### config.mk
export PLATFORM = sky130hd
export DESIGN_NAME = serial_flash_command_frontend
export DESIGN_NICKNAME = d
export VERILOG_FILES = /design/src/verilog/flash_frontend_pkg.sv /design/src/verilog/event_buffer.sv /design/src/verilog/serial_flash_command_frontend.sv
export SDC_FILE = /design/constraint.sdc
export NUM_CORES = 1
export LEC_CHECK = 0
export ABC_AREA = 1
export BUFFER_PORTS_ARGS = -buffer_cell sky130_fd_sc_hd__buf_2
export CORE_MARGIN = 2
export CORE_UTILIZATION = 53
export CTS_BUF_LIST = sky130_fd_sc_hd__clkbuf_8
export CTS_CLUSTER_DIAMETER = 200
export CTS_CLUSTER_SIZE = 10
export DETAILED_ROUTE_END_ITERATION = 8
export PLACE_DENSITY = 0.73
export REMOVE_ABC_BUFFERS = 1
export SLEW_MARGIN = 20
export SYNTH_ARGS = -nofsm -noshare
export SYNTH_HDL_FRONTEND = slang
export SYNTH_HIERARCHICAL = 1
export SYNTH_SLANG_ARGS = --single-unit
### constraint.sdc
create_clock -name CLK -period 8 [get_ports CLK]
set_input_delay 0.8 -clock CLK [delete_from_list [all_inputs] [get_ports CLK]]
set_output_delay 0.8 -clock CLK [all_outputs]
set_load 0.005 [all_outputs]
### src/verilog/flash_frontend_pkg.sv
// Purpose: Shared types, opcodes, address map constants and decode helpers
//          for the serial flash command front end.
// Assumes: 24-bit address on the link, 20-bit array, MSB first.
// Notes:   Opcode values and byte counts follow the command table.
package flash_frontend_pkg;

	// Link framing
	localparam int unsigned BITS_PER_BYTE = 8;
	localparam logic [1:0] ADDR_BYTES = 2'h3;
	localparam int unsigned LINK_ADDR_W = 24;
	localparam int unsigned ARRAY_ADDR_W = 20;
	localparam logic [19:0] ARRAY_TOP = 20'hF_FFFF;

	// Region sizes as counts of discarded low address bits
	localparam int unsigned PAGE_BITS = 8;
	localparam int unsigned BLOCK_4K_BITS = 12;
	localparam int unsigned BLOCK_32K_BITS = 15;
	localparam int unsigned BLOCK_64K_BITS = 16;
	localparam int unsigned SECTOR_BITS = 16;

	// Supported opcodes
	localparam logic [7:0] OP_READ_FAST2 = 8'h1B;
	localparam logic [7:0] OP_READ_FAST = 8'h0B;
	localparam logic [7:0] OP_READ_SLOW = 8'h03;
	localparam logic [7:0] OP_READ_DUAL = 8'h3B;
	localparam logic [7:0] OP_ERASE_4K = 8'h20;
	localparam logic [7:0] OP_ERASE_32K = 8'h52;
	localparam logic [7:0] OP_ERASE_64K = 8'hD8;
	localparam logic [7:0] OP_ERASE_CHIP_A = 8'h60;
	localparam logic [7:0] OP_ERASE_CHIP_B = 8'hC7;
	localparam logic [7:0] OP_PROGRAM = 8'h02;
	localparam logic [7:0] OP_PROGRAM_DUAL = 8'hA2;
	localparam logic [7:0] OP_PROTECT = 8'h36;
	localparam logic [7:0] OP_UNPROTECT = 8'h39;
	localparam logic [7:0] OP_READ_PROT = 8'h3C;
	localparam logic [7:0] OP_LOCKDOWN = 8'h33;
	localparam logic [7:0] OP_FREEZE_LOCK = 8'h34;
	localparam logic [7:0] OP_READ_LOCK = 8'h35;
	localparam logic [7:0] OP_OTP_PROGRAM = 8'h9B;
	localparam logic [7:0] OP_OTP_READ = 8'h77;

	typedef enum logic [2:0] {
		ST_IDLE = 3'h0,
		ST_OPCODE = 3'h1,
		ST_ADDR = 3'h3,
		ST_DUMMY = 3'h2,
		ST_DATA = 3'h6,
		ST_IGNORE = 3'h7
	} frame_state_e;

	typedef enum logic [3:0] {
		K_NONE, K_READ, K_READ_DUAL, K_ERASE_4K, K_ERASE_32K, K_ERASE_64K, K_ERASE_CHIP,
		K_PROGRAM, K_PROGRAM_DUAL, K_PROTECT, K_UNPROTECT, K_SECTOR_REG, K_OTHER
	} cmd_kind_e;

	typedef enum logic [1:0] {DIR_NONE, DIR_IN, DIR_OUT} data_dir_e;

	typedef enum logic [1:0] {EV_CMD, EV_DATA, EV_END} event_tag_e;

	typedef struct packed {
		logic supported;
		cmd_kind_e kind;
		logic [1:0] addr_bytes;
		logic [1:0] dummy_bytes;
		data_dir_e dir;
		logic dual;
	} cmd_info_s;

	typedef struct packed {
		event_tag_e tag;
		logic [7:0] opcode;
		cmd_kind_e kind;
		logic [19:0] addr;
		logic [19:0] region;
		logic [3:0] sector;
		logic [7:0] data;
	} frame_event_s;

	// Opcode table: byte counts that follow each supported opcode
	function automatic cmd_info_s decode_cmd(input logic [7:0] op);
		cmd_info_s r;
		r = '{1'b1, K_OTHER, ADDR_BYTES, 2'h0, DIR_NONE, 1'b0};
		unique case (op)
			OP_READ_FAST2: r = '{1'b1, K_READ, ADDR_BYTES, 2'h2, DIR_OUT, 1'b0};
			OP_READ_FAST: r = '{1'b1, K_READ, ADDR_BYTES, 2'h1, DIR_OUT, 1'b0};
			OP_READ_SLOW: r = '{1'b1, K_READ, ADDR_BYTES, 2'h0, DIR_OUT, 1'b0};
			OP_READ_DUAL: r = '{1'b1, K_READ_DUAL, ADDR_BYTES, 2'h1, DIR_OUT, 1'b1};
			OP_ERASE_4K: r.kind = K_ERASE_4K;
			OP_ERASE_32K: r.kind = K_ERASE_32K;
			OP_ERASE_64K: r.kind = K_ERASE_64K;
			OP_ERASE_CHIP_A, OP_ERASE_CHIP_B: r = '{1'b1, K_ERASE_CHIP, 2'h0, 2'h0, DIR_NONE, 1'b0};
			OP_PROGRAM: r = '{1'b1, K_PROGRAM, ADDR_BYTES, 2'h0, DIR_IN, 1'b0};
			OP_PROGRAM_DUAL: r = '{1'b1, K_PROGRAM_DUAL, ADDR_BYTES, 2'h0, DIR_IN, 1'b1};
			OP_PROTECT: r.kind = K_PROTECT;
			OP_UNPROTECT: r.kind = K_UNPROTECT;
			OP_READ_PROT, OP_READ_LOCK: r = '{1'b1, K_SECTOR_REG, ADDR_BYTES, 2'h0, DIR_OUT, 1'b0};
			OP_LOCKDOWN, OP_FREEZE_LOCK: r = '{1'b1, K_SECTOR_REG, ADDR_BYTES, 2'h0, DIR_IN, 1'b0};
			OP_OTP_PROGRAM: r = '{1'b1, K_OTHER, ADDR_BYTES, 2'h0, DIR_IN, 1'b0};
			OP_OTP_READ: r = '{1'b1, K_OTHER, ADDR_BYTES, 2'h2, DIR_OUT, 1'b0};
			8'h06, 8'h04, 8'hB9, 8'hAB: r = '{1'b1, K_OTHER, 2'h0, 2'h0, DIR_NONE, 1'b0};
			8'h05, 8'h9F: r = '{1'b1, K_OTHER, 2'h0, 2'h0, DIR_OUT, 1'b0};
			8'h01, 8'h31, 8'hF0: r = '{1'b1, K_OTHER, 2'h0, 2'h0, DIR_IN, 1'b0};
			default: r = '{1'b0, K_NONE, 2'h0, 2'h0, DIR_NONE, 1'b0};
		endcase
		return r;
	endfunction

	// Base of the region a command targets: low bits below its size are dropped
	function automatic logic [19:0] region_base(input logic [19:0] a, input cmd_kind_e k);
		logic [19:0] m;
		m = '1;
		unique case (k)
			K_ERASE_4K: m = m << BLOCK_4K_BITS;
			K_ERASE_32K: m = m << BLOCK_32K_BITS;
			K_ERASE_64K, K_PROTECT, K_UNPROTECT, K_SECTOR_REG: m = m << SECTOR_BITS;
			K_PROGRAM, K_PROGRAM_DUAL: m = m << PAGE_BITS;
			K_ERASE_CHIP: m = '0;
			default: m = '1;
		endcase
		return a & m;
	endfunction

endpackage

### src/verilog/event_buffer.sv
// Purpose: Small FIFO between the frame decoder and the array engine.
// Assumes: Single clock; writes are dropped inside the buffer when IN_READY is low.
// Notes:   Depth two covers one stalled word plus one in flight.
`timescale 1ns/1ps
`default_nettype none
module event_buffer #(
	parameter int unsigned WIDTH = 8,
	parameter int unsigned DEPTH = 2
) (
	// Clock and reset
	input wire logic CLK,
	input wire logic RESET_N,
	// Fill side
	input wire logic IN_VALID,
	output logic IN_READY,
	input wire logic [WIDTH-1:0] IN_DATA,
	// Drain side
	output logic OUT_VALID,
	input wire logic OUT_READY,
	output logic [WIDTH-1:0] OUT_DATA
);
	localparam int unsigned PTR_W = (DEPTH > 1) ? $clog2(DEPTH) : 1;
	localparam int unsigned CNT_W = $clog2(DEPTH + 1);
	localparam logic [PTR_W-1:0] LAST = PTR_W'(DEPTH - 1);
	localparam logic [CNT_W-1:0] FULL = CNT_W'(DEPTH);

	logic [WIDTH-1:0] mem [DEPTH];
	logic [PTR_W-1:0] wr_ptr_q, rd_ptr_q;
	logic [CNT_W-1:0] count_q;
	logic do_wr, do_rd;

	// Honest flags straight from the fill count
	assign IN_READY = (count_q != FULL);
	assign OUT_VALID = (count_q != '0);
	assign OUT_DATA = mem[rd_ptr_q];
	assign do_wr = IN_VALID && IN_READY;
	assign do_rd = OUT_VALID && OUT_READY;

	// Storage; no reset needed since reads are gated by the count
	always_ff @(posedge CLK) begin
		if (do_wr) begin
			mem[wr_ptr_q] <= IN_DATA;
		end
	end

	// Pointers and fill count
	always_ff @(posedge CLK or negedge RESET_N) begin
		if (!RESET_N) begin
			wr_ptr_q <= '0;
			rd_ptr_q <= '0;
			count_q <= '0;
		end else begin
			if (do_wr) begin
				wr_ptr_q <= (wr_ptr_q == LAST) ? '0 : wr_ptr_q + 1'b1;
			end
			if (do_rd) begin
				rd_ptr_q <= (rd_ptr_q == LAST) ? '0 : rd_ptr_q + 1'b1;
			end
			if (do_wr && !do_rd) begin
				count_q <= count_q + 1'b1;
			end else if (do_rd && !do_wr) begin
				count_q <= count_q - 1'b1;
			end
		end
	end

endmodule
`default_nettype wire

### src/verilog/serial_flash_command_frontend.sv
// Purpose: Serial bus front end of a serial flash: frames, opcode, address,
//          data in and out, and address decoding onto the array map.
// Assumes: Link pins are asynchronous to CLK and oversampled at least 6x.
// Notes:   Events leave through a two-entry buffer; read data comes in on RD_DATA.
// Operation
// - Works with hosts using clock mode 0 or mode 3 only.
// - Input sampled on clock rising edge; output changes on falling edge.
// - Either clock idle level accepted, same edges used.
// - All bytes travel most significant bit first, both ways.
// - Unsupported opcode starts nothing and changes no state.
// - After unsupported opcode, input ignored until select rises and falls again.
// - Select rising before opcode and address complete performs nothing, back to idle.
// - Address commands send exactly three address bytes, top bit first.
// - Top four address bits ignored; only twenty bits reach the array.
// - Dual program turns output pin into second input, two bits per clock.
// - Dual read turns input pin into second output, two bits per clock.
// - Erase in 4KB, 32KB, 64KB aligned blocks, or whole chip.
// - Opcode picks erase size; address picks the block.
// - Program writes one to 256 bytes inside one page chosen by upper bits.
// - Sixteen 64KB sectors numbered from zero, each protected separately.
// - Deselected: output pin released, input pin ignored.
// - Running program or erase completes; standby only after it ends.
`timescale 1ns/1ps
`default_nettype none
module serial_flash_command_frontend (
	// Clock and reset
	input wire logic CLK,
	input wire logic RESET_N,
	// Serial link pins
	input wire logic CS_N_IN,
	input wire logic SCK_IN,
	input wire logic INPUT_PIN_DUAL_OUTPUT_IN,
	output logic INPUT_PIN_DUAL_OUTPUT_OUT,
	output logic INPUT_PIN_DUAL_OUTPUT_OE_N,
	input wire logic OUTPUT_PIN_DUAL_INPUT_IN,
	output logic OUTPUT_PIN_DUAL_INPUT_OUT,
	output logic OUTPUT_PIN_DUAL_INPUT_OE_N,
	// Array engine status
	input wire logic BUSY,
	output logic STANDBY,
	output logic FRAME_ACTIVE,
	output logic OVERRUN,
	// Decoded event stream
	output logic EVT_VALID,
	input wire logic EVT_READY,
	output flash_frontend_pkg::frame_event_s EVT,
	// Read data for the output phase
	input wire logic [7:0] RD_DATA,
	output logic RD_TAKE
);
	flash_frontend_pkg::frame_state_e state_q;
	flash_frontend_pkg::cmd_info_s info_q, info_now;
	flash_frontend_pkg::frame_event_s push_evt;
	logic cs_s1_q, cs_s2_q, cs_prev_q, sck_s1_q, sck_s2_q, sck_prev_q;
	logic si_s1_q, si_s2_q, so_s1_q, so_s2_q;
	logic sck_rise, sck_fall, cs_rise, cs_fall, receiving, byte_done;
	logic dual_in, dual_out, out_active, push_valid, push_ready, cmd_issued_q;
	logic [2:0] bit_cnt_q, step;
	logic [3:0] cnt_sum;
	logic [1:0] byte_cnt_q;
	logic [7:0] rx_sr_q, rx_next, opcode_q, tx_sr_q;
	logic [23:0] addr_q, addr_full;
	logic so_drive_q, sio_drive_q, so_out_q, sio_out_q, overrun_q, standby_q;

	// Assemble an event; the array address keeps only the low twenty bits
	function automatic flash_frontend_pkg::frame_event_s make_event(
		input flash_frontend_pkg::event_tag_e tag, input logic [7:0] op,
		input flash_frontend_pkg::cmd_kind_e kind, input logic [23:0] a,
		input logic [7:0] data);
		flash_frontend_pkg::frame_event_s e;
		logic [19:0] a20;
		a20 = a[19:0];
		e.tag = tag;
		e.opcode = op;
		e.kind = kind;
		e.addr = a20;
		e.region = flash_frontend_pkg::region_base(a20, kind);
		e.sector = a20[19:16];
		e.data = data;
		return e;
	endfunction

	// Two-stage synchronisers for every link pin; third stage only for edges
	always_ff @(posedge CLK or negedge RESET_N) begin
		if (!RESET_N) begin
			cs_s1_q <= 1'b1;
			cs_s2_q <= 1'b1;
			cs_prev_q <= 1'b1;
			sck_s1_q <= 1'b0;
			sck_s2_q <= 1'b0;
			sck_prev_q <= 1'b0;
			si_s1_q <= 1'b0;
			si_s2_q <= 1'b0;
			so_s1_q <= 1'b0;
			so_s2_q <= 1'b0;
		end else begin
			cs_s1_q <= CS_N_IN;
			cs_s2_q <= cs_s1_q;
			cs_prev_q <= cs_s2_q;
			sck_s1_q <= SCK_IN;
			sck_s2_q <= sck_s1_q;
			sck_prev_q <= sck_s2_q;
			si_s1_q <= INPUT_PIN_DUAL_OUTPUT_IN;
			si_s2_q <= si_s1_q;
			so_s1_q <= OUTPUT_PIN_DUAL_INPUT_IN;
			so_s2_q <= so_s1_q;
		end
	end

	// Edges only: the idle level of the clock never matters
	assign sck_rise = sck_s2_q && !sck_prev_q;
	assign sck_fall = !sck_s2_q && sck_prev_q;
	assign cs_fall = !cs_s2_q && cs_prev_q;
	assign cs_rise = cs_s2_q && !cs_prev_q;

	// Bit timing: single lanes move one bit per edge, dual lanes two
	always_comb begin
		receiving = (state_q != flash_frontend_pkg::ST_IDLE) &&
			(state_q != flash_frontend_pkg::ST_IGNORE) && !cs_s2_q;
		dual_in = (state_q == flash_frontend_pkg::ST_DATA) && info_q.dual &&
			(info_q.dir == flash_frontend_pkg::DIR_IN);
		out_active = (state_q == flash_frontend_pkg::ST_DATA) &&
			(info_q.dir == flash_frontend_pkg::DIR_OUT) && !cs_s2_q;
		dual_out = out_active && info_q.dual;
		step = (dual_in || dual_out) ? 3'h2 : 3'h1;
		cnt_sum = {1'b0, bit_cnt_q} + {1'b0, step};
		byte_done = sck_rise && receiving && cnt_sum[3];
		// Dual input: output pin carries the higher bit of each pair
		rx_next = dual_in ? {rx_sr_q[5:0], so_s2_q, si_s2_q} : {rx_sr_q[6:0], si_s2_q};
		addr_full = {addr_q[15:0], rx_next};
		info_now = flash_frontend_pkg::decode_cmd(rx_next);
	end

	// One event at most per cycle; end-of-frame wins over a late byte
	always_comb begin
		push_valid = 1'b0;
		push_evt = '0;
		if (cs_rise) begin
			push_valid = cmd_issued_q;
			push_evt = make_event(flash_frontend_pkg::EV_END, opcode_q, info_q.kind, addr_q, 8'h00);
		end else if (byte_done) begin
			unique case (state_q)
				flash_frontend_pkg::ST_OPCODE: begin
					push_valid = info_now.supported && (info_now.addr_bytes == 2'h0);
					push_evt = make_event(flash_frontend_pkg::EV_CMD, rx_next, info_now.kind,
						24'h00_0000, 8'h00);
				end
				flash_frontend_pkg::ST_ADDR: begin
					push_valid = (byte_cnt_q == flash_frontend_pkg::ADDR_BYTES - 2'h1) &&
						(info_q.dummy_bytes == 2'h0);
					push_evt = make_event(flash_frontend_pkg::EV_CMD, opcode_q, info_q.kind,
						addr_full, 8'h00);
				end
				flash_frontend_pkg::ST_DUMMY: begin
					push_valid = (byte_cnt_q == info_q.dummy_bytes - 2'h1);
					push_evt = make_event(flash_frontend_pkg::EV_CMD, opcode_q, info_q.kind,
						addr_q, 8'h00);
				end
				flash_frontend_pkg::ST_DATA: begin
					push_valid = (info_q.dir == flash_frontend_pkg::DIR_IN);
					push_evt = make_event(flash_frontend_pkg::EV_DATA, opcode_q, info_q.kind,
						addr_q, rx_next);
				end
				default: begin
					push_valid = 1'b0;
				end
			endcase
		end
	end

	// Frame sequencer; a refused event drops the rest of the frame
	always_ff @(posedge CLK or negedge RESET_N) begin
		if (!RESET_N) begin
			state_q <= flash_frontend_pkg::ST_IDLE;
		end else if (cs_rise) begin
			state_q <= flash_frontend_pkg::ST_IDLE;
		end else if (cs_fall) begin
			state_q <= flash_frontend_pkg::ST_OPCODE;
		end else if (push_valid && !push_ready) begin
			state_q <= flash_frontend_pkg::ST_IGNORE;
		end else if (byte_done) begin
			unique case (state_q)
				flash_frontend_pkg::ST_OPCODE: begin
					if (!info_now.supported) begin
						state_q <= flash_frontend_pkg::ST_IGNORE;
					end else if (info_now.addr_bytes != 2'h0) begin
						state_q <= flash_frontend_pkg::ST_ADDR;
					end else begin
						state_q <= flash_frontend_pkg::ST_DATA;
					end
				end
				flash_frontend_pkg::ST_ADDR: begin
					if (byte_cnt_q == flash_frontend_pkg::ADDR_BYTES - 2'h1) begin
						state_q <= (info_q.dummy_bytes != 2'h0) ?
							flash_frontend_pkg::ST_DUMMY : flash_frontend_pkg::ST_DATA;
					end
				end
				flash_frontend_pkg::ST_DUMMY: begin
					if (byte_cnt_q == info_q.dummy_bytes - 2'h1) begin
						state_q <= flash_frontend_pkg::ST_DATA;
					end
				end
				default: begin
					state_q <= state_q;
				end
			endcase
		end
	end

	// Bit and byte counters, restarted at every selection
	always_ff @(posedge CLK or negedge RESET_N) begin
		if (!RESET_N) begin
			bit_cnt_q <= 3'h0;
			byte_cnt_q <= 2'h0;
		end else if (cs_fall) begin
			bit_cnt_q <= 3'h0;
			byte_cnt_q <= 2'h0;
		end else if (sck_rise && receiving) begin
			bit_cnt_q <= cnt_sum[2:0];
			if (byte_done && state_q != flash_frontend_pkg::ST_OPCODE) begin
				byte_cnt_q <= (state_q == flash_frontend_pkg::ST_ADDR &&
					byte_cnt_q == flash_frontend_pkg::ADDR_BYTES - 2'h1) ? 2'h0 : byte_cnt_q + 2'h1;
			end
		end
	end

	// Shift register, opcode, command attributes and address
	always_ff @(posedge CLK or negedge RESET_N) begin
		if (!RESET_N) begin
			rx_sr_q <= 8'h00;
			opcode_q <= 8'h00;
			info_q <= '0;
			addr_q <= 24'h00_0000;
		end else if (sck_rise && receiving) begin
			rx_sr_q <= rx_next;
			if (byte_done && state_q == flash_frontend_pkg::ST_OPCODE && info_now.supported) begin
				opcode_q <= rx_next;
				info_q <= info_now;
				addr_q <= 24'h00_0000;
			end
			if (byte_done && state_q == flash_frontend_pkg::ST_ADDR) begin
				addr_q <= addr_full;
			end
		end
	end

	// A command is owed its end marker once accepted
	always_ff @(posedge CLK or negedge RESET_N) begin
		if (!RESET_N) begin
			cmd_issued_q <= 1'b0;
		end else if (cs_fall || (cs_rise && push_ready)) begin
			cmd_issued_q <= 1'b0;
		end else if (push_valid && push_ready && push_evt.tag == flash_frontend_pkg::EV_CMD) begin
			cmd_issued_q <= 1'b1;
		end
	end

	// Sticky refusal flag; a refusal in the clearing cycle still sets it
	always_ff @(posedge CLK or negedge RESET_N) begin
		if (!RESET_N) begin
			overrun_q <= 1'b0;
		end else if (push_valid && !push_ready) begin
			overrun_q <= 1'b1;
		end else if (cs_fall) begin
			overrun_q <= 1'b0;
		end
	end

	// Output shifter changes only on falling edges, MSB first
	always_ff @(posedge CLK or negedge RESET_N) begin
		if (!RESET_N) begin
			tx_sr_q <= 8'h00;
			so_out_q <= 1'b0;
			sio_out_q <= 1'b0;
		end else if (sck_fall && out_active) begin
			if (bit_cnt_q == 3'h0) begin
				so_out_q <= RD_DATA[7];
				sio_out_q <= dual_out ? RD_DATA[6] : sio_out_q;
				tx_sr_q <= dual_out ? {RD_DATA[5:0], 2'b00} : {RD_DATA[6:0], 1'b0};
			end else begin
				so_out_q <= tx_sr_q[7];
				sio_out_q <= dual_out ? tx_sr_q[6] : sio_out_q;
				tx_sr_q <= dual_out ? {tx_sr_q[5:0], 2'b00} : {tx_sr_q[6:0], 1'b0};
			end
		end
	end

	// Pin drivers; both released while deselected
	always_ff @(posedge CLK or negedge RESET_N) begin
		if (!RESET_N) begin
			so_drive_q <= 1'b0;
			sio_drive_q <= 1'b0;
		end else begin
			so_drive_q <= out_active;
			sio_drive_q <= dual_out;
		end
	end

	// Standby waits for a running program or erase to finish
	always_ff @(posedge CLK or negedge RESET_N) begin
		if (!RESET_N) begin
			standby_q <= 1'b0;
		end else begin
			standby_q <= cs_s2_q && !BUSY;
		end
	end

	assign RD_TAKE = sck_fall && out_active && (bit_cnt_q == 3'h0);
	assign OUTPUT_PIN_DUAL_INPUT_OUT = so_out_q;
	assign OUTPUT_PIN_DUAL_INPUT_OE_N = !so_drive_q;
	assign INPUT_PIN_DUAL_OUTPUT_OUT = sio_out_q;
	assign INPUT_PIN_DUAL_OUTPUT_OE_N = !sio_drive_q;
	assign STANDBY = standby_q;
	assign FRAME_ACTIVE = !cs_s2_q;
	assign OVERRUN = overrun_q;

	// Buffer absorbs a short stall by the array engine
	event_buffer #(
		.WIDTH($bits(flash_frontend_pkg::frame_event_s)),
		.DEPTH(2)
	) u_event_buffer (
		.CLK(CLK),
		.RESET_N(RESET_N),
		.IN_VALID(push_valid),
		.IN_READY(push_ready),
		.IN_DATA(push_evt),
		.OUT_VALID(EVT_VALID),
		.OUT_READY(EVT_READY),
		.OUT_DATA(EVT)
	);
endmodule
`default_nettype wire
Word-level counts from Yosys, hierarchy flattened:

Memories as Yosys holds them, arrays and structs flattened.
Index checks and enable logic that the tools add are counted.

* memories: 5
* register bits after elaboration: 81
* bits in writable memories: 132
* logic and storage cells: 218
* bits in read-only memories: 1280
* output and inout bits: 75

* equality and inequality tests: 41
* bitwise operators: 4
* multiplexer cells: 56
* reduce and logical (&&, ||, !) cells: 74
* add/sub/neg operators: 7

Memories
* (name not given): words 16, width 20, rd ports 1, clocked after memory_dff 0, wr ports 0, line flash_frontend_pkg.sv:112 `unique case (k)`
* (name not given): words 16, width 20, rd ports 1, clocked after memory_dff 0, wr ports 0, line flash_frontend_pkg.sv:112
* (name not given): words 16, width 20, rd ports 1, clocked after memory_dff 0, wr ports 0, line flash_frontend_pkg.sv:112
* (name not given): words 16, width 20, rd ports 1, clocked after memory_dff 0, wr ports 0, line flash_frontend_pkg.sv:112
* u_event_buffer.mem: words 2, width 66, rd ports 1, clocked after memory_dff 0, wr ports 1, line event_buffer.sv:27 `logic [WIDTH-1:0] mem [DEPTH];`

Operator list (number)
* $pmux W65 S4: 1
* $mux W20: 12
* $and A20 B20 Y20: 4
* $eq A8 B6 Y1 const B: 9
* $mux W66: 1
* $mux W65: 1
* $eq A8 B8 Y1 const B: 8
* $pmux W7 S9: 1
* $pmux W4 S12: 1
* $mux W3: 11
* $mux W8: 4
* $logic_and A1 B1 Y1: 30
* $reduce_or A28 Y1: 1
* $eq A8 B3 Y1 const B: 3
* $eq A8 B7 Y1 const B: 3
* $reduce_bool A2 Y1: 9
* $eq A8 B2 Y1 const B: 2
* $mux W1: 15
* $mux W2: 7
* $reduce_or A11 Y1: 1
* $logic_not A1 Y1: 10
* $pmux W3 S3: 1
* $reduce_or A3 Y1: 3
* $eq A8 B1 Y1 const B: 1
* 29 further kinds: 43

Depth between registers and ports, before layout:

Gate-level depths: netlist of run 1.

* depth in word-level cells: 18
* depth in mapped cells: 26
* mapped depth without buffers: 25

By module:

The synthesis of run 1 kept the hierarchy.

By module, submodules not included
* serial_flash_command_frontend: instances 1, seq. area each 1905.6 um^2, cells each 743, area each 5218.8 um^2
* event_buffer: instances 1, seq. area each 4063.9 um^2, cells each 374, area each 5036.1 um^2

Least setup slack after synthesis of run 1:

No wires, ideal clock.

* path type: flip-flop to flip-flop
* start: register info_q[0] (netlist bit)
* end: memory u_event_buffer/mem[0][0] (netlist bit), enable pin
* data required time: 7.510 ns
* setup time: 0.490 ns
* period minus slack after synthesis: 5.884 ns
* data arrival time: 5.394 ns
* path buffers: 3
* cell stages (with the launch flop): 18
* setup slack: 2.116 ns
* cell sequence: dfrtp_1 > buf_2 > clkbuf_1 > inv_1 > nor2_1 > inv_1 > clkbuf_1 > nand2_1 > ha_1 > a21oi_1 > nor2_1 > nand2_1 > a21oi_1 > nand2_1 > or2_2 > nand3_4 > nand2_1 > nor2_1

* cells in the longest elaborated chain, start to end: 14

RTL lines
* start: declaration: line serial_flash_command_frontend.sv:52 `flash_frontend_pkg::cmd_info_s info_q, info_now;`
* start signal: assignment: line serial_flash_command_frontend.sv:238 `info_q <= info_now;`
* $logic_and A1 B1 Y1 (2 in series): line serial_flash_command_frontend.sv:120 `dual_in = (state_q == flash_frontend_pkg::ST_DATA) && info_q.dual &&`
* $mux W8: line serial_flash_command_frontend.sv:129 `rx_next = dual_in ? {rx_sr_q[5:0], so_s2_q, si_s2_q} : {rx_sr_q[6:0], si_s2_q};`
* $eq A8 B6 Y1, or another cell as far along: line flash_frontend_pkg.sv:83 `unique case (op)`
* $reduce_or A5 Y1 (no line), or another cell as far along
* $pmux W7 S9: line flash_frontend_pkg.sv:83
* $logic_not A2 Y1: line serial_flash_command_frontend.sv:144 `push_valid = info_now.supported && (info_now.addr_bytes == 2'h0);`
* $logic_and A1 B1 Y1: line serial_flash_command_frontend.sv:144
* $pmux W1 S4: line serial_flash_command_frontend.sv:142 `unique case (state_q)`
* $mux W1 (*): line serial_flash_command_frontend.sv:141 `end else if (byte_done) begin`
* $mux W1 (*): line serial_flash_command_frontend.sv:138 `if (cs_rise) begin`
* via push_valid: line serial_flash_command_frontend.sv:57 `logic dual_in, dual_out, out_active, push_valid, push_ready, cmd_issued_q;`
* $logic_and A1 B1 Y1 (*): line event_buffer.sv:36 `assign do_wr = IN_VALID && IN_READY;`
* $mux W1 (*): line event_buffer.sv:41 `if (do_wr) begin`
* $mux W1 (implied by the code) (*): line event_buffer.sv:42 `mem[wr_ptr_q] <= IN_DATA;`
* end: declaration: line event_buffer.sv:27

The timed path passes the listed nets; every way through them passes the cells marked *.

Worst setup path after layout of run 1:

* start: register state_q[0]
* end: memory u_event_buffer/mem[0][64] (netlist bit), enable pin

RTL lines
* start: declaration: line serial_flash_command_frontend.sv:51 `flash_frontend_pkg::frame_state_e state_q;`
* start signal: assignment: line serial_flash_command_frontend.sv:174 `state_q <= flash_frontend_pkg::ST_IDLE;`
* start signal: assignment: line serial_flash_command_frontend.sv:176 `state_q <= flash_frontend_pkg::ST_IDLE;`
* start signal: assignment: line serial_flash_command_frontend.sv:178 `state_q <= flash_frontend_pkg::ST_OPCODE;`
* $eq A3 B3 Y1: line serial_flash_command_frontend.sv:122 `out_active = (state_q == flash_frontend_pkg::ST_DATA) &&`
* $logic_and A1 B1 Y1: line serial_flash_command_frontend.sv:122
* $logic_and A1 B1 Y1: line serial_flash_command_frontend.sv:123 `(info_q.dir == flash_frontend_pkg::DIR_OUT) && !cs_s2_q;`
* via out_active: line serial_flash_command_frontend.sv:57
* $logic_and A1 B1 Y1: line serial_flash_command_frontend.sv:124 `dual_out = out_active && info_q.dual;`
* $logic_or A1 B1 Y1: line serial_flash_command_frontend.sv:125 `step = (dual_in || dual_out) ? 3'h2 : 3'h1;`
* $mux W2: line serial_flash_command_frontend.sv:125
* $add A3 B2 Y4: line serial_flash_command_frontend.sv:126 `cnt_sum = {1'b0, bit_cnt_q} + {1'b0, step};`
* $logic_and A1 B1 Y1: line serial_flash_command_frontend.sv:127 `byte_done = sck_rise && receiving && cnt_sum[3];`
* $mux W1: line serial_flash_command_frontend.sv:141
* $mux W1: line serial_flash_command_frontend.sv:138
* via push_valid: line serial_flash_command_frontend.sv:57
* $logic_and A1 B1 Y1: line event_buffer.sv:36
* $mux W1: line event_buffer.sv:41
* $mux W1 (implied by the code): line event_buffer.sv:42

The timed path passes the listed nets, and every way through them passes these cells.

==> results.md, run 1 <==
| Metric | Reported |
|:---|:---|
| Antenna diode count | 0 |
| Via-to-Cell Ratio | 5.25 |
| Post-Route Skew | 14.2 ps |
| Number of instances in the synthesized netlist | 1117 |
| Number of enable-type register cells in the synthesized netlist | 132 |
| Number of cells upsized or downsized after cts | 0 |
| CTS Sinks | 212 |
| First element of the critical path | state_q[0] |
| Mapped Area | 10300 sq um |
| Starting utilization of the core area | 54.5% |
| Row count | 50 |
| Post-synthesis share of cell area spent on xor and xnor gates | 0.256% |
| Number of buffers added to fix hold violations after cts | 0 |
| Post-Synth Simple-Gate Area | 25.2% |
| DIE WIDTH | 143 um |
| TritonCTS clock tree | done |
| Path category of the worst min-delay check | input pin to async pin |
| Leak | 4.77 nW |
| Endpoint of the most critical register-to-register path | u_event_buffer/mem[0][64] |
| IR Drop Worst-Case VDD | 0.000163 V |
| Final nets | 1221 |
| Number of buffers inserted during clock tree synthesis | 25 |
| Yosys warning total | 6 |
| Proportion of synthesized area in mux cells | 0.220% |
| Worst rel slew slack | 38.4% |
| Max Freq | 0.184 GHz |
| Number of port buffers | 90 |
| Reg-to-reg critical path startpoint | state_q[0] |
| Total die area | 20500 sq um |
| Compound-gate portion of the synthesized area | 8.72% |
| Iteration count of the initial detailed-routing pass | 5 |
| Number of global-route vias before repair | 7376 |
| Maximum root-to-sink buffer count | 3 |
| RSZ-0062 raised after global routing | false |
| M3 GR Usage | 3.79% |
| DRT antenna net count | 0 |
| Cell count of the worst reg-to-reg path | 18 |
| WP data arrival | 5600 ps |
| Synthesis-to-finish area growth | 10.1% |
| Average cell area after synthesis | 9.18 sq um |
| Number of max-cap violations | 0 |
| Overflow after GRT | 0 |
| Ys async rst share | 37.7% |
| M2 GR Usage | 37.5% |
| Endpoint type of the worst setup path | flip-flop |
| Post-route DRC | 0 |
| Number of DRC violations after detailed-routing iteration 0 | 767 |
| Die extent in y | 143 um |
| Met1 global-route usage | 30.6% |
| Wire per inst | 15.1 um |
| Library cell used as clock root buffer | sky130_fd_sc_hd__clkbuf_8 |
| Timing endpoint of the critical path | u_event_buffer/mem[0][64] |
| R2R Setup Slk | 2580 ps |
| Share of the cycle needed by the critical path after routing | 67.8% |
| Tmin final | 5420 ps |
| Kind of critical path | flip-flop to flip-flop |
| Peak fanout along the critical path | 53 |
| HPWL after detailed placement | 14.8 mm |
| Total negative slack for setup checks | 0 ps |
| Prevailing post-synth register cell | sky130_fd_sc_hd__edfxtp_1 |
| Sequential cell area fraction in the yosys report | 58.2% |
| Number of antenna violations at the first check in global routing | 0 |
| Final WL | 22.2 mm |
| Number of fill cells in the layout | 1612 |
| Flip-flop and latch count after synthesis | 212 |
| Worst-margin pin slew | 925 ps |
| Level count of the clock H-tree | 1 |
| Total core area | 18800 sq um |
| Weighted congestion reported at the end of routability-driven placement | 0.929 |
| Total global routing track utilization | 22.4% |
| I/O pin cnt | 91 |
| Post-CTS repair timing setup buffer count | 0 |
| Outcome | complete, no violations |
| Adder-Cell Fraction of Synth Area | 1.29% |
| Clock slew seen by the registers of the worst setup and hold paths | 70 ps |
| Dominant combinational cell family by area after synthesis | simple AND/OR/NAND/NOR gates |
| Critical path startpoint category | flip-flop |
| First-pass GRT wire length | 36.8 mm |
| Layer carrying the most global-route usage | met2 |
| Largest net degree at the start of global routing | 81 |
| Crit path required time | 8180 ps |
| Synth cell types | 47 |
| Power Density | 208 nW/um^2 |
| Setup-failing EPs final | 0 |
| Share of layout cells above drive strength 1 | 14.7% |
| Utilization after layout | 59.9% |
| Final slew viol count | 0 |
| Clock latency reported for the late side of the worst-skew pair | 540 ps |
| Total via count in the routed design | 7737 |
| Fin. Hold Viols | 0 |
-- synthesized netlist by cell type, types with 19 or more instances --
master                     number  area, sq um
sky130_fd_sc_hd__a21oi_1       26          130
sky130_fd_sc_hd__clkbuf_1      19         71.3
sky130_fd_sc_hd__dfrtp_1       77         1930
sky130_fd_sc_hd__edfxtp_1     132         3960
sky130_fd_sc_hd__inv_1         99          372
sky130_fd_sc_hd__nand2_1      391         1470
sky130_fd_sc_hd__nand3_1       53          265
sky130_fd_sc_hd__nor2_1        78          293
sky130_fd_sc_hd__o21ai_0       47          235
sky130_fd_sc_hd__o21ai_1       31          155
sky130_fd_sc_hd__o22ai_1       29          181
-- state kept, by name, summed over array words and instances (netlist names), 3 cells and up --
name / flops
u_event_buffer/mem: 132
bit_cnt_q: 3
addr_q: 20
state_q: 3
rx_sr_q: 7
tx_sr_q: 7
opcode_q: 8
info_q: 9
-- power by group --
group	total, W	internal, W	switching [W]
sequential	0.00121	0.00118	0.0000308
combinational	0.000469	0.000131	0.000337
clock	0.000664	0.000293	0.000371
total	0.00234	0.00160	0.000740
-- cell usage in the layout, fill, tap and decap left out, drive strengths merged, types with 3 or more instances in the layout --
cell and n:
o21ai 78, nand3 61, a31oi 4, ha 9, nand2 417, o211ai 6
inv 120, dfrtp 77, o22ai 29, nor2 88, buf 96, o31ai 4
a21oi 27, nand4 6, o221ai 3, edfxtp 132, nor3 7, dfstp 3
clkbuf 25
-- cell type report --
| class | count | area, sq um | area share (%) |
|---|---|---|---|
| Sequential cell | 212 | 5970 | 52.9 |
| Multi-Input combinational cell | 758 | 3670 | 32.5 |
| Timing Repair Buffer | 96 | 502 | 4.45 |
| Inverter | 102 | 383 | 3.39 |
| Clock buffer | 25 | 344 | 3.05 |
| Tap cell | 260 | 325 | 2.88 |
| Clock inverter | 21 | 87.6 | 0.776 |
-- worst max-delay path, cell delays in order (launching register included) --
cell,delay [ps]
sky130_fd_sc_hd__dfrtp_1,410
sky130_fd_sc_hd__inv_1,170
sky130_fd_sc_hd__nand3_4,150
sky130_fd_sc_hd__nor4_1,310
sky130_fd_sc_hd__inv_1,100
sky130_fd_sc_hd__nor2_1,530
sky130_fd_sc_hd__inv_1,360
sky130_fd_sc_hd__nand2_1,190
sky130_fd_sc_hd__ha_1,140
sky130_fd_sc_hd__a21oi_1,70
sky130_fd_sc_hd__nor2_1,90
sky130_fd_sc_hd__nand2_1,160
sky130_fd_sc_hd__a21oi_1,200
sky130_fd_sc_hd__nand2_1,320
sky130_fd_sc_hd__or2_2,440
sky130_fd_sc_hd__nand3_4,120
sky130_fd_sc_hd__nand2_1,180
sky130_fd_sc_hd__nor2_4,400
sky130_fd_sc_hd__buf_4,650
-- stage by stage --
stage | setup slack [ps] | std cells | area (sq um) | power [W] | hold WS (ps)
final | 2580 | 1474 | 11300 | 0.00234 | 270
after global routing | 2020 | 1474 | 11300 | 0.00247 | 304
after CTS | 2600 | 1474 | 11300 | 0.00236 | 306
after detailed placement | 2600 | 1428 | 10800 | 0.00169 | 338
after global placement | 2800 | 1428 | 10800 | 0.00169 | 334
after floorplan | 1690 | 1072 | 10000 | 0.00156 | 331
-- worst min path at each step --
| stage | startpoint | to | cells after the start |
|---|---|---|---|
| finish | RESET_N | addr_q[1] | 1 |
| CTS | CS_N_IN | cs_s1_q | 1 |
| global route | CS_N_IN | cs_s1_q | 1 |
| floorplan | sck_s1_q | sck_s2_q | 0 |
| detailed placement | sck_s1_q | sck_s2_q | 0 |
| global placement | sck_s1_q | sck_s2_q | 0 |
-- per-layer routing --
layer | share of wire [%] | vias up
li1 | - | 3851
met1 | 45 | 3618
met2 | 48 | 237
met3 | 5.7 | 31
met4 | 1.7 | 0
met5 | 0 | -
-- cells by family after synthesis --
kind of cell / after synthesis
xor+xnor: 3
compound gates: 158
buf+inv: 147
simple gates: 585
fa+ha+maj: 10
mux: 2
flops: 212
Power figures use the tool's default switching activity.
==> run 2: changes to the inputs <==
--- a/config.mk
+++ b/config.mk
@@ -13,7 +13,7 @@
 export CTS_CLUSTER_DIAMETER = 200
 export CTS_CLUSTER_SIZE = 10
 export DETAILED_ROUTE_END_ITERATION = 8
-export PLACE_DENSITY = 0.73
+export PLACE_DENSITY = 0.76
 export REMOVE_ABC_BUFFERS = 1
 export SLEW_MARGIN = 20
 export SYNTH_ARGS = -nofsm -noshare
==> constraint.sdc (replaced) <==
create_clock -name CLK -period 4.5 [get_ports CLK]
set_input_delay 0.45 -clock CLK [delete_from_list [all_inputs] [get_ports CLK]]
set_output_delay 0.45 -clock CLK [all_outputs]
set_load 0.005 [all_outputs]
==> run 2 against run 1 <==
Against the previous run: flip-flop and latch count did not move; core utilization rose by 0.66 points; design area rose by 1.1%; critical path type unchanged; combinational power rose by 84%; register-to-register slack got worse by 2100 ps; largest power group unchanged; critical path depth rose by 2.
==> results.md, run 2 (synthesized netlist as in run 1, its figures left out) <==
| Metric | Reported | Change |
|:---|:---|:---|
| Clock slew seen by the registers of the worst setup and hold paths | 70 ps | about the same |
| Row count | 50 | unchanged |
| Level count of the clock H-tree | 1 | unchanged |
| Power Density | 370 nW/um^2 | +78% |
| Max Freq | 0.251 GHz | +36% |
| Number of global-route vias before repair | 7304 | -0.98% |
| Share of the cycle needed by the critical path after routing | 88.7% | +21 points |
| R2R Setup Slk | 510 ps | -2070 ps |
| Cell area after placement | 10900 sq um | +0.67% |
| Reg-to-reg critical path startpoint | state_q[0] |  |
| Leak | 4.81 nW | +0.82% |
| Number of antenna violations at the first check in global routing | 0 | unchanged |
| Die extent in y | 143 um | unchanged |
| HPWL after detailed placement | 14.8 mm | +0.25% |
| Worst Setup Slack post-DPL | 592 ps | -2010 ps |
| Worst-margin pin slew | 938 ps | +13.1 ps |
| Setup-failing EPs final | 0 | unchanged |
| Sequential cell fraction of total power | 50.9% | -0.7 points |
| Slack of the critical path | 509 ps | -2070 ps |
| Internal power of the cells | 0.00286 W | +78% |
| Worst Hold Depth | 2 |  |
| Wire per inst | 15.1 um | +0.61% |
| Endpoint type of the worst setup path | flip-flop |  |
| Path category of the worst min-delay check | input pin to flip-flop |  |
| Stage delay of the slowest cell on the critical path | 410 ps | -240 ps |
| Register ranked first by flip-flop count | u_event_buffer/mem |  |
| Post-route DRC | 0 | unchanged |
| Number of flip-flops in the largest register | 132 | unchanged |
| Most prevalent standard cell on the critical path | sky130_fd_sc_hd__nand2_1 |  |
| Clock latency reported for the late side of the worst-skew pair | 560 ps | +20 ps |
| Number of port buffers | 90 | unchanged |
| RSZ-0062 raised after global routing | false |  |
| Synthesis-to-finish area growth | 11.3% |  |
| Commonest cells after routing, fill and taps aside | 391 x sky130_fd_sc_hd__nand2_1, 132 x sky130_fd_sc_hd__edfxtp_1, 118 x sky130_fd_sc_hd__inv_1 |  |
| Worst-case hold path end point | STANDBY |  |
| Total negative slack for setup checks | 0 ps | unchanged |
| Final slew viol count | 0 | unchanged |
| IR Drop Worst-Case VDD | 0.000262 V | +61% |
| Antenna diode count | 0 | unchanged |
| Final nets | 1232 | +0.90% |
| Placed instance count | 1434 | +0.42% |
| I/O pin cnt | 91 | unchanged |
| Category of cells accounting for the largest share of critical-path delay | simple AND/OR/NAND/NOR gates |  |
| Post-Route Skew | 21.8 ps | +7.64 ps |
| Number of buffers inserted during clock tree synthesis | 25 | unchanged |
| Outcome | complete, no violations |  |
| Total core area | 18800 sq um | unchanged |
| Largest registers | u_event_buffer/mem x132, addr_q x20, info_q x9 |  |
| Total via count in the routed design | 7907 | +2.2% |
| Fin. Hold Viols | 0 | unchanged |
| Final cell area excluding filler cells | 11400 sq um | +1.1% |
| Maximum root-to-sink buffer count | 3 | unchanged |
| Worst-case hold slack | 49.5 ps | -221 ps |
| WP data arrival | 4200 ps | -1400 ps |
| Ordered list of cells on the worst path | inv_1 -> nand3_4 -> nor4_1 -> inv_1 -> nor2_1 -> buf_4 -> inv_1 -> nand2_1 -> ha_1 -> a21oi_1 -> nor2_1 -> nand2_1 -> a21oi_1 -> nand2_1 -> nor2_1 -> nand3_2 -> nand3_4 -> nand2_1 -> nor2_4 -> buf_12 |  |
| Library cell used as clock root buffer | sky130_fd_sc_hd__clkbuf_8 |  |
| Net Switching | 0.00136 W | +84% |
| Total die area | 20500 sq um | unchanged |
| First-pass GRT wire length | 36.3 mm | -1.4% |
| Non-filler cells in the finished layout | 1485 | +0.75% |
| Clock group share of total power | 28.7% | +0.3 points |
| Peak fanout along the critical path | 66 | +25% |
| Number of DRC violations after detailed-routing iteration 0 | 631 | -18% |
| Share of layout cells above drive strength 1 | 15.0% | +0.28 points |
| Critical path startpoint category | flip-flop |  |
| TritonCTS clock tree | done |  |
| Tmin final | 3990 ps | -1430 ps |
| First element of the critical path | state_q[0] |  |
| Kind of critical path | flip-flop to flip-flop |  |
| Switching share of power | 32.3% | +0.69 points |
| Overflow after GRT | 0 | unchanged |
| CTS Sinks | 212 | unchanged |
| Iteration count of the initial detailed-routing pass | 5 | unchanged |
| Via-to-Cell Ratio | 5.32 | +1.4% |
| Worst rel slew slack | 37.0% | -1.4 points |
| Hold wc startpoint | BUSY |  |
| Cell count of the worst reg-to-reg path | 20 | +2 |
| Final WL | 22.5 mm | +1.4% |
| DRT antenna net count | 0 | unchanged |
| Total global routing track utilization | 22.2% | -0.22 points |
| DIE WIDTH | 143 um | unchanged |
| Number of max-cap violations | 0 | unchanged |
| Starting utilization of the core area | 54.5% | unchanged |
| Total buffers and inverters traversed by the critical path | 5 | +1 |
| Number of cells upsized or downsized after cts | 0 | unchanged |
| Weighted congestion reported at the end of routability-driven placement | 0.903 | -2.9% |
| Most frequent standard cell in the layout excluding fill and tap cells | sky130_fd_sc_hd__nand2_1 |  |
| Endpoint of the most critical register-to-register path | u_event_buffer/mem[0][4] |  |
| Crit path required time | 4710 ps | -3470 ps |
| Library cell contributing the largest single delay on the critical path | sky130_fd_sc_hd__dfrtp_1 |  |
| Share of total power in combinational logic | 20.4% | +0.4 points |
| Largest net degree at the start of global routing | 81 | unchanged |
-- run 2: changes by cell type in the layout (fill, tap and decap cells not counted) --
cell / delta
sky130_fd_sc_hd__nand2_2: -1
sky130_fd_sc_hd__inv_4: +1
sky130_fd_sc_hd__buf_4: +4
sky130_fd_sc_hd__nand2_1: +1
sky130_fd_sc_hd__clkinvlp_4: -1
sky130_fd_sc_hd__inv_2: -1
sky130_fd_sc_hd__buf_12: +2
sky130_fd_sc_hd__inv_8: +1
sky130_fd_sc_hd__dlygate4sd3_1: +5
-- run 2: power by group through the flow --
stage	clock [W]	combinational (W)	sequential (W)
2_1_floorplan	0	0.000598	0.00218
3_3_place_gp	0	0.000837	0.00219
3_5_place_dp	0	0.000842	0.00219
4_1_cts	0.00123	0.000849	0.00215
5_1_grt	0.00132	0.000944	0.00215
6_report	0.00121	0.000862	0.00215
-- run 2: layout make-up --
cell class	instances	area, sq um
fill	1591	7420
sequential	212	5970
multi-input combinational	758	3670
timing repair buffer	107	622
inverter	102	385
clock buffer	25	344
tap	260	325
clock inverter	21	91.3
-- run 2: what timing repair did --
item,CTS,global route
setup buffers,0,0
hold endpoints to repair,4,33
setup endpoints to repair,0,0
hold buffers,4,1
-- run 2: metal layers --
layer,part of all wire [%],GRT usage (%),vias to the layer above
met5,0,0,-
met4,2.6,6.62,0
met3,5.9,3.49,50
met2,48,37.6,257
met1,44,29.7,3725
li1,-,-,3875
-- run 2: worst max-delay path by stage --
stage	endpoint	depth (start not counted)
2_1_floorplan	u_event_buffer/mem[0][0]	17
3_3_place_gp	u_event_buffer/mem[0][2]	19
3_5_place_dp	u_event_buffer/mem[1][7]	19
4_1_cts	u_event_buffer/mem[1][59]	19
5_1_grt	u_event_buffer/mem[1][27]	20
6_report	u_event_buffer/mem[0][4]	20
-- run 2: worst reg2reg max path, stage by stage (launching register included) --
cell and delay [ps]:
sky130_fd_sc_hd__dfrtp_1 410, sky130_fd_sc_hd__inv_1 160, sky130_fd_sc_hd__nand3_4 140, sky130_fd_sc_hd__nor4_1 290
sky130_fd_sc_hd__inv_1 100, sky130_fd_sc_hd__nor2_1 100, sky130_fd_sc_hd__buf_4 180, sky130_fd_sc_hd__inv_1 190
sky130_fd_sc_hd__nand2_1 130, sky130_fd_sc_hd__ha_1 140, sky130_fd_sc_hd__a21oi_1 60, sky130_fd_sc_hd__nor2_1 80
sky130_fd_sc_hd__nand2_1 150, sky130_fd_sc_hd__a21oi_1 220, sky130_fd_sc_hd__nand2_1 110, sky130_fd_sc_hd__nor2_1 210
sky130_fd_sc_hd__nand3_2 150, sky130_fd_sc_hd__nand3_4 110, sky130_fd_sc_hd__nand2_1 180, sky130_fd_sc_hd__nor2_4 150
sky130_fd_sc_hd__buf_12 330
-- run 2: per-stage QoR --
step | utilization [%] | total power (W)
5_1_grt | 60.6 | 0.00442
4_1_cts | 60.5 | 0.00423
2_1_floorplan | - | 0.00277
6_report | 60.6 | 0.00422
3_5_place_dp | 58.0 | 0.00303
3_3_place_gp | 58.0 | 0.00302
==> run 3: changes to the inputs <==
--- a/config.mk
+++ b/config.mk
@@ -5,7 +5,6 @@
 export SDC_FILE = /design/constraint.sdc
 export NUM_CORES = 1
 export LEC_CHECK = 0
-export ABC_AREA = 1
 export BUFFER_PORTS_ARGS = -buffer_cell sky130_fd_sc_hd__buf_2
 export CORE_MARGIN = 2
 export CORE_UTILIZATION = 53
==> run 3 against run 2 <==
Against the previous run: the run now ends with negative hold slack left; non-clock buffer count increased by 21; wire length increased by 8.8%; first-iteration DRC count increased by 4.1%; worst hold slack got worse by 89 ps; final cell count decreased by 17%; clock-buffer cell count unchanged; clock power about the same; clock skew decreased by 4.8 ps; flip-flop and latch count unchanged; critical path type unchanged.
==> results.md, run 3 <==
| Metric | Reported | Change |
|:---|:---|:---|
| R2R Setup Slk | 440 ps | -60 ps |
| Number of max-cap violations | 0 | unchanged |
| Kind of critical path | flip-flop to flip-flop |  |
| WP data arrival | 4510 ps | +310 ps |
| DIE WIDTH | 143 um | +0.21% |
| Mapped Area | 10300 sq um | +0.43% |
| Maximum root-to-sink buffer count | 3 | unchanged |
| Final WL | 24.5 mm | +8.8% |
| Failing checks | negative hold slack |  |
| Overflow after GRT | 0 | unchanged |
| IR Drop Worst-Case VDD | 0.000291 V | +11% |
| Max Freq | 0.247 GHz | -1.6% |
| Via-to-Cell Ratio | 5.81 | +9.1% |
| Number of DRC violations after detailed-routing iteration 0 | 657 | +4.1% |
| Endpoint type of the worst setup path | flip-flop |  |
| Synthesis-to-finish area growth | 12.6% |  |
| First-pass GRT wire length | 38.3 mm | +5.5% |
| Power Density | 427 nW/um^2 | +15% |
| I/O pin cnt | 91 | unchanged |
| Number of flip-flops in the largest register | 132 | unchanged |
| Level count of the clock H-tree | 1 | unchanged |
| Ys async rst share | 37.7% | unchanged |
| Slack of the critical path | 444 ps | -64.1 ps |
| Sequential cell area fraction in the yosys report | 58.0% | -0.25 points |
| Total die area | 20600 sq um | +0.41% |
| Number of port buffers | 90 | unchanged |
| Average cell area after synthesis | 12.1 sq um | +32% |
| Weighted congestion reported at the end of routability-driven placement | 0.983 | +8.9% |
| Endpoint of the most critical register-to-register path | u_event_buffer/count_q[1] |  |
| Antenna diode count | 0 | unchanged |
| Final slew viol count | 0 | unchanged |
| Total via count in the routed design | 7154 | -9.5% |
| Fin. Hold Viols | 76 | +76 |
| Total negative slack for setup checks | 0 ps | unchanged |
| Crit path required time | 4950 ps | +240 ps |
| Largest net degree at the start of global routing | 81 | unchanged |
| Critical path startpoint category | flip-flop |  |
| Cell count of the worst reg-to-reg path | 15 | -25% |
| Clock latency reported for the late side of the worst-skew pair | 530 ps | -30 ps |
| CTS Sinks | 212 | unchanged |
| Worst-margin pin slew | 1160 ps | +222 ps |
| Starting utilization of the core area | 54.5% | about the same |
| Library cell used as clock root buffer | sky130_fd_sc_hd__clkbuf_8 |  |
| Clock slew seen by the registers of the worst setup and hold paths | 70 ps | about the same |
| Number of antenna violations at the first check in global routing | 0 | unchanged |
| Worst Setup Slack post-DPL | 302 ps | -290 ps |
| Prevailing post-synth register cell | sky130_fd_sc_hd__edfxtp_1 |  |
| Number of buffers inserted during clock tree synthesis | 25 | unchanged |
| Most frequent standard cell in the layout excluding fill and tap cells | sky130_fd_sc_hd__edfxtp_1 |  |
| Area share of the largest cell type after synthesis | 38.5% | -0.16 points |
| Total core area | 18900 sq um | +0.33% |
| TritonCTS clock tree | done |  |
| Number of enable-type register cells in the synthesized netlist | 132 | unchanged |
| Row count | 50 | unchanged |
| First element of the critical path | info_q[0] |  |
| DRT antenna net count | 0 | unchanged |
| Path category of the worst min-delay check | input pin to async pin |  |
| Outcome | finished, violations left |  |
| Share of the cycle needed by the critical path after routing | 90.1% | +1.4 points |
| Peak fanout along the critical path | 11 | -83% |
| Pwr Total | 0.00495 W | +17% |
| Flip-flop and latch count after synthesis | 212 | unchanged |
| RSZ-0062 raised after global routing | false |  |
| Leak | 4.60 nW | -4.4% |
| Number of global-route vias before repair | 7250 | -0.74% |
| Setup-failing EPs final | 0 | unchanged |
| Yosys warning total | 6 | unchanged |
| Share of layout cells above drive strength 1 | 26.9% | +12 points |
| Die extent in y | 143 um | +0.21% |
| Register ranked first by flip-flop count | u_event_buffer/mem |  |
| Wire per inst | 19.9 um | +31% |
| Total global routing track utilization | 23.9% | +1.7 points |
| Iteration count of the initial detailed-routing pass | 5 | unchanged |
| Count leader, synth | sky130_fd_sc_hd__edfxtp_1 |  |
| Largest registers | u_event_buffer/mem x132, addr_q x20, info_q x9 |  |
| Commonest cells after routing, fill and taps aside | 132 x sky130_fd_sc_hd__edfxtp_1, 89 x sky130_fd_sc_hd__buf_2, 88 x sky130_fd_sc_hd__nand2_1 |  |
| Synth cell types | 72 | +53% |
| Worst rel slew slack | 22.7% | -14 points |
| Non-filler cells in the finished layout | 1231 | -17% |
| Worst-case hold slack | -39.7 ps | -89.3 ps |
| HPWL after detailed placement | 17.0 mm | +15% |
| Post-CTS repair timing setup buffer count | 0 | unchanged |
| Post-Route Skew | 17.1 ps | -4.78 ps |
| Placed instance count | 1183 | -18% |
| Number of instances in the synthesized netlist | 850 | -24% |
| Top cells by count, synth | 132 x sky130_fd_sc_hd__edfxtp_1, 88 x sky130_fd_sc_hd__nand2_1, 77 x sky130_fd_sc_hd__dfrtp_1 |  |
| Tmin final | 4060 ps | +64.1 ps |
| Post-synth top area cell | sky130_fd_sc_hd__edfxtp_1 |  |
| Post-route DRC | 0 | unchanged |
| Reg-to-reg critical path startpoint | info_q[0] |  |
| Number of fill cells in the layout | 1527 | -4.0% |
| Utilization after layout | 61.4% | +0.79 points |
| Top cells by area, synth | sky130_fd_sc_hd__edfxtp_1 38%, sky130_fd_sc_hd__dfrtp_1 19%, sky130_fd_sc_hd__mux2_4 5.4%, sky130_fd_sc_hd__mux2_2 5.2%, sky130_fd_sc_hd__nand2_1 3.2% |  |
| Final nets | 979 | -21% |
[run 3: cell types whose count changed after synthesis, moves of 14 or more]
cell                      delta
sky130_fd_sc_hd__nor2b_1    +16
sky130_fd_sc_hd__inv_1      -64
sky130_fd_sc_hd__nand3_1    -34
sky130_fd_sc_hd__nor2_1     -25
sky130_fd_sc_hd__mux2_4     +37
sky130_fd_sc_hd__a22o_1     +14
sky130_fd_sc_hd__nand2_1   -303
sky130_fd_sc_hd__o22ai_1    -16
sky130_fd_sc_hd__mux2_2     +48
sky130_fd_sc_hd__o21ai_1    -31
sky130_fd_sc_hd__nand2_2    -14
sky130_fd_sc_hd__mux2i_1    +17
[run 3: layout make-up]
cell class / count / area [sq um] / area share [%]
Sequential cell: 212 / 5970 / 51.5
Inverter: 35 / 131 / 1.13
Multi-Input combinational cell: 551 / 3940 / 34.0
Tap cell: 260 / 325 / 2.81
Timing Repair Buffer: 128 / 800 / 6.89
Clock buffer: 25 / 344 / 2.97
Clock inverter: 20 / 83.8 / 0.723
[run 3: through the flow]
stage	instance area [sq um]	hold WS (ps)
floorplan	10000	154
global placement	11100	332
detailed placement	11100	336
CTS	11600	5.10
global route	11600	6.18
finish	11600	-39.7
[run 3: what timing repair did]
action / 4_1_cts / 5_1_grt
setup endpoints to repair: 0 / 66
hold buffers: 3 / 0
gates resized for setup: 0 / 1
hold endpoints to repair: 3 / 0
[run 3: kinds of logic after synthesis]
family	count (synthesis)	synth area share, %
compound gates	168	10.9
xor+xnor	11	0.935
fa+ha+maj	10	1.29
buf+inv	87	3.94
flops	212	58.0
mux	102	12.3
simple gates	260	12.7
[run 3: worst max path at each step]
stage / endpoint / slack (ps) / cells past startpoint
after floorplan: u_event_buffer/mem[0][0] / -1760 / 12
after global placement: u_event_buffer/mem[0][48] / 510 / 13
after detailed placement: u_event_buffer/mem[0][0] / 300 / 13
after CTS: u_event_buffer/mem[0][38] / 280 / 13
after global routing: u_event_buffer/count_q[1] / 120 / 15
final: u_event_buffer/count_q[1] / 440 / 15
[run 3: where the power goes]
part	leakage, nW	switching, W	internal, W
clock network	0.280	0.000663	0.000520
registers	2.13	0.000305	0.00211
logic	2.19	0.000695	0.000663
total	4.60	0.00166	0.00329
[run 3: metal layers]
| layer | track usage (%) | share of wire (%) |
|---|---|---|
| met4 | 10.0 | 3.9 |
| met5 | 0 | 0 |
| met3 | 3.37 | 5.6 |
| met1 | 30.7 | 41 |
| met2 | 40.8 | 49 |
[run 3: worst max-delay path, stage by stage (launching register included)]
cell and delay (ps):
sky130_fd_sc_hd__dfrtp_1 520, sky130_fd_sc_hd__nand3b_1 450, sky130_fd_sc_hd__nor2_4 320, sky130_fd_sc_hd__buf_4 210, sky130_fd_sc_hd__o32a_1 180, sky130_fd_sc_hd__nor3_1 100, sky130_fd_sc_hd__or4_4 540, sky130_fd_sc_hd__or4_4 590
sky130_fd_sc_hd__nand3_1 130, sky130_fd_sc_hd__nand2_1 70, sky130_fd_sc_hd__nand2_1 160, sky130_fd_sc_hd__inv_1 70, sky130_fd_sc_hd__ha_1 200, sky130_fd_sc_hd__xor2_1 140, sky130_fd_sc_hd__nor2_1 120, sky130_fd_sc_hd__xor2_1 160
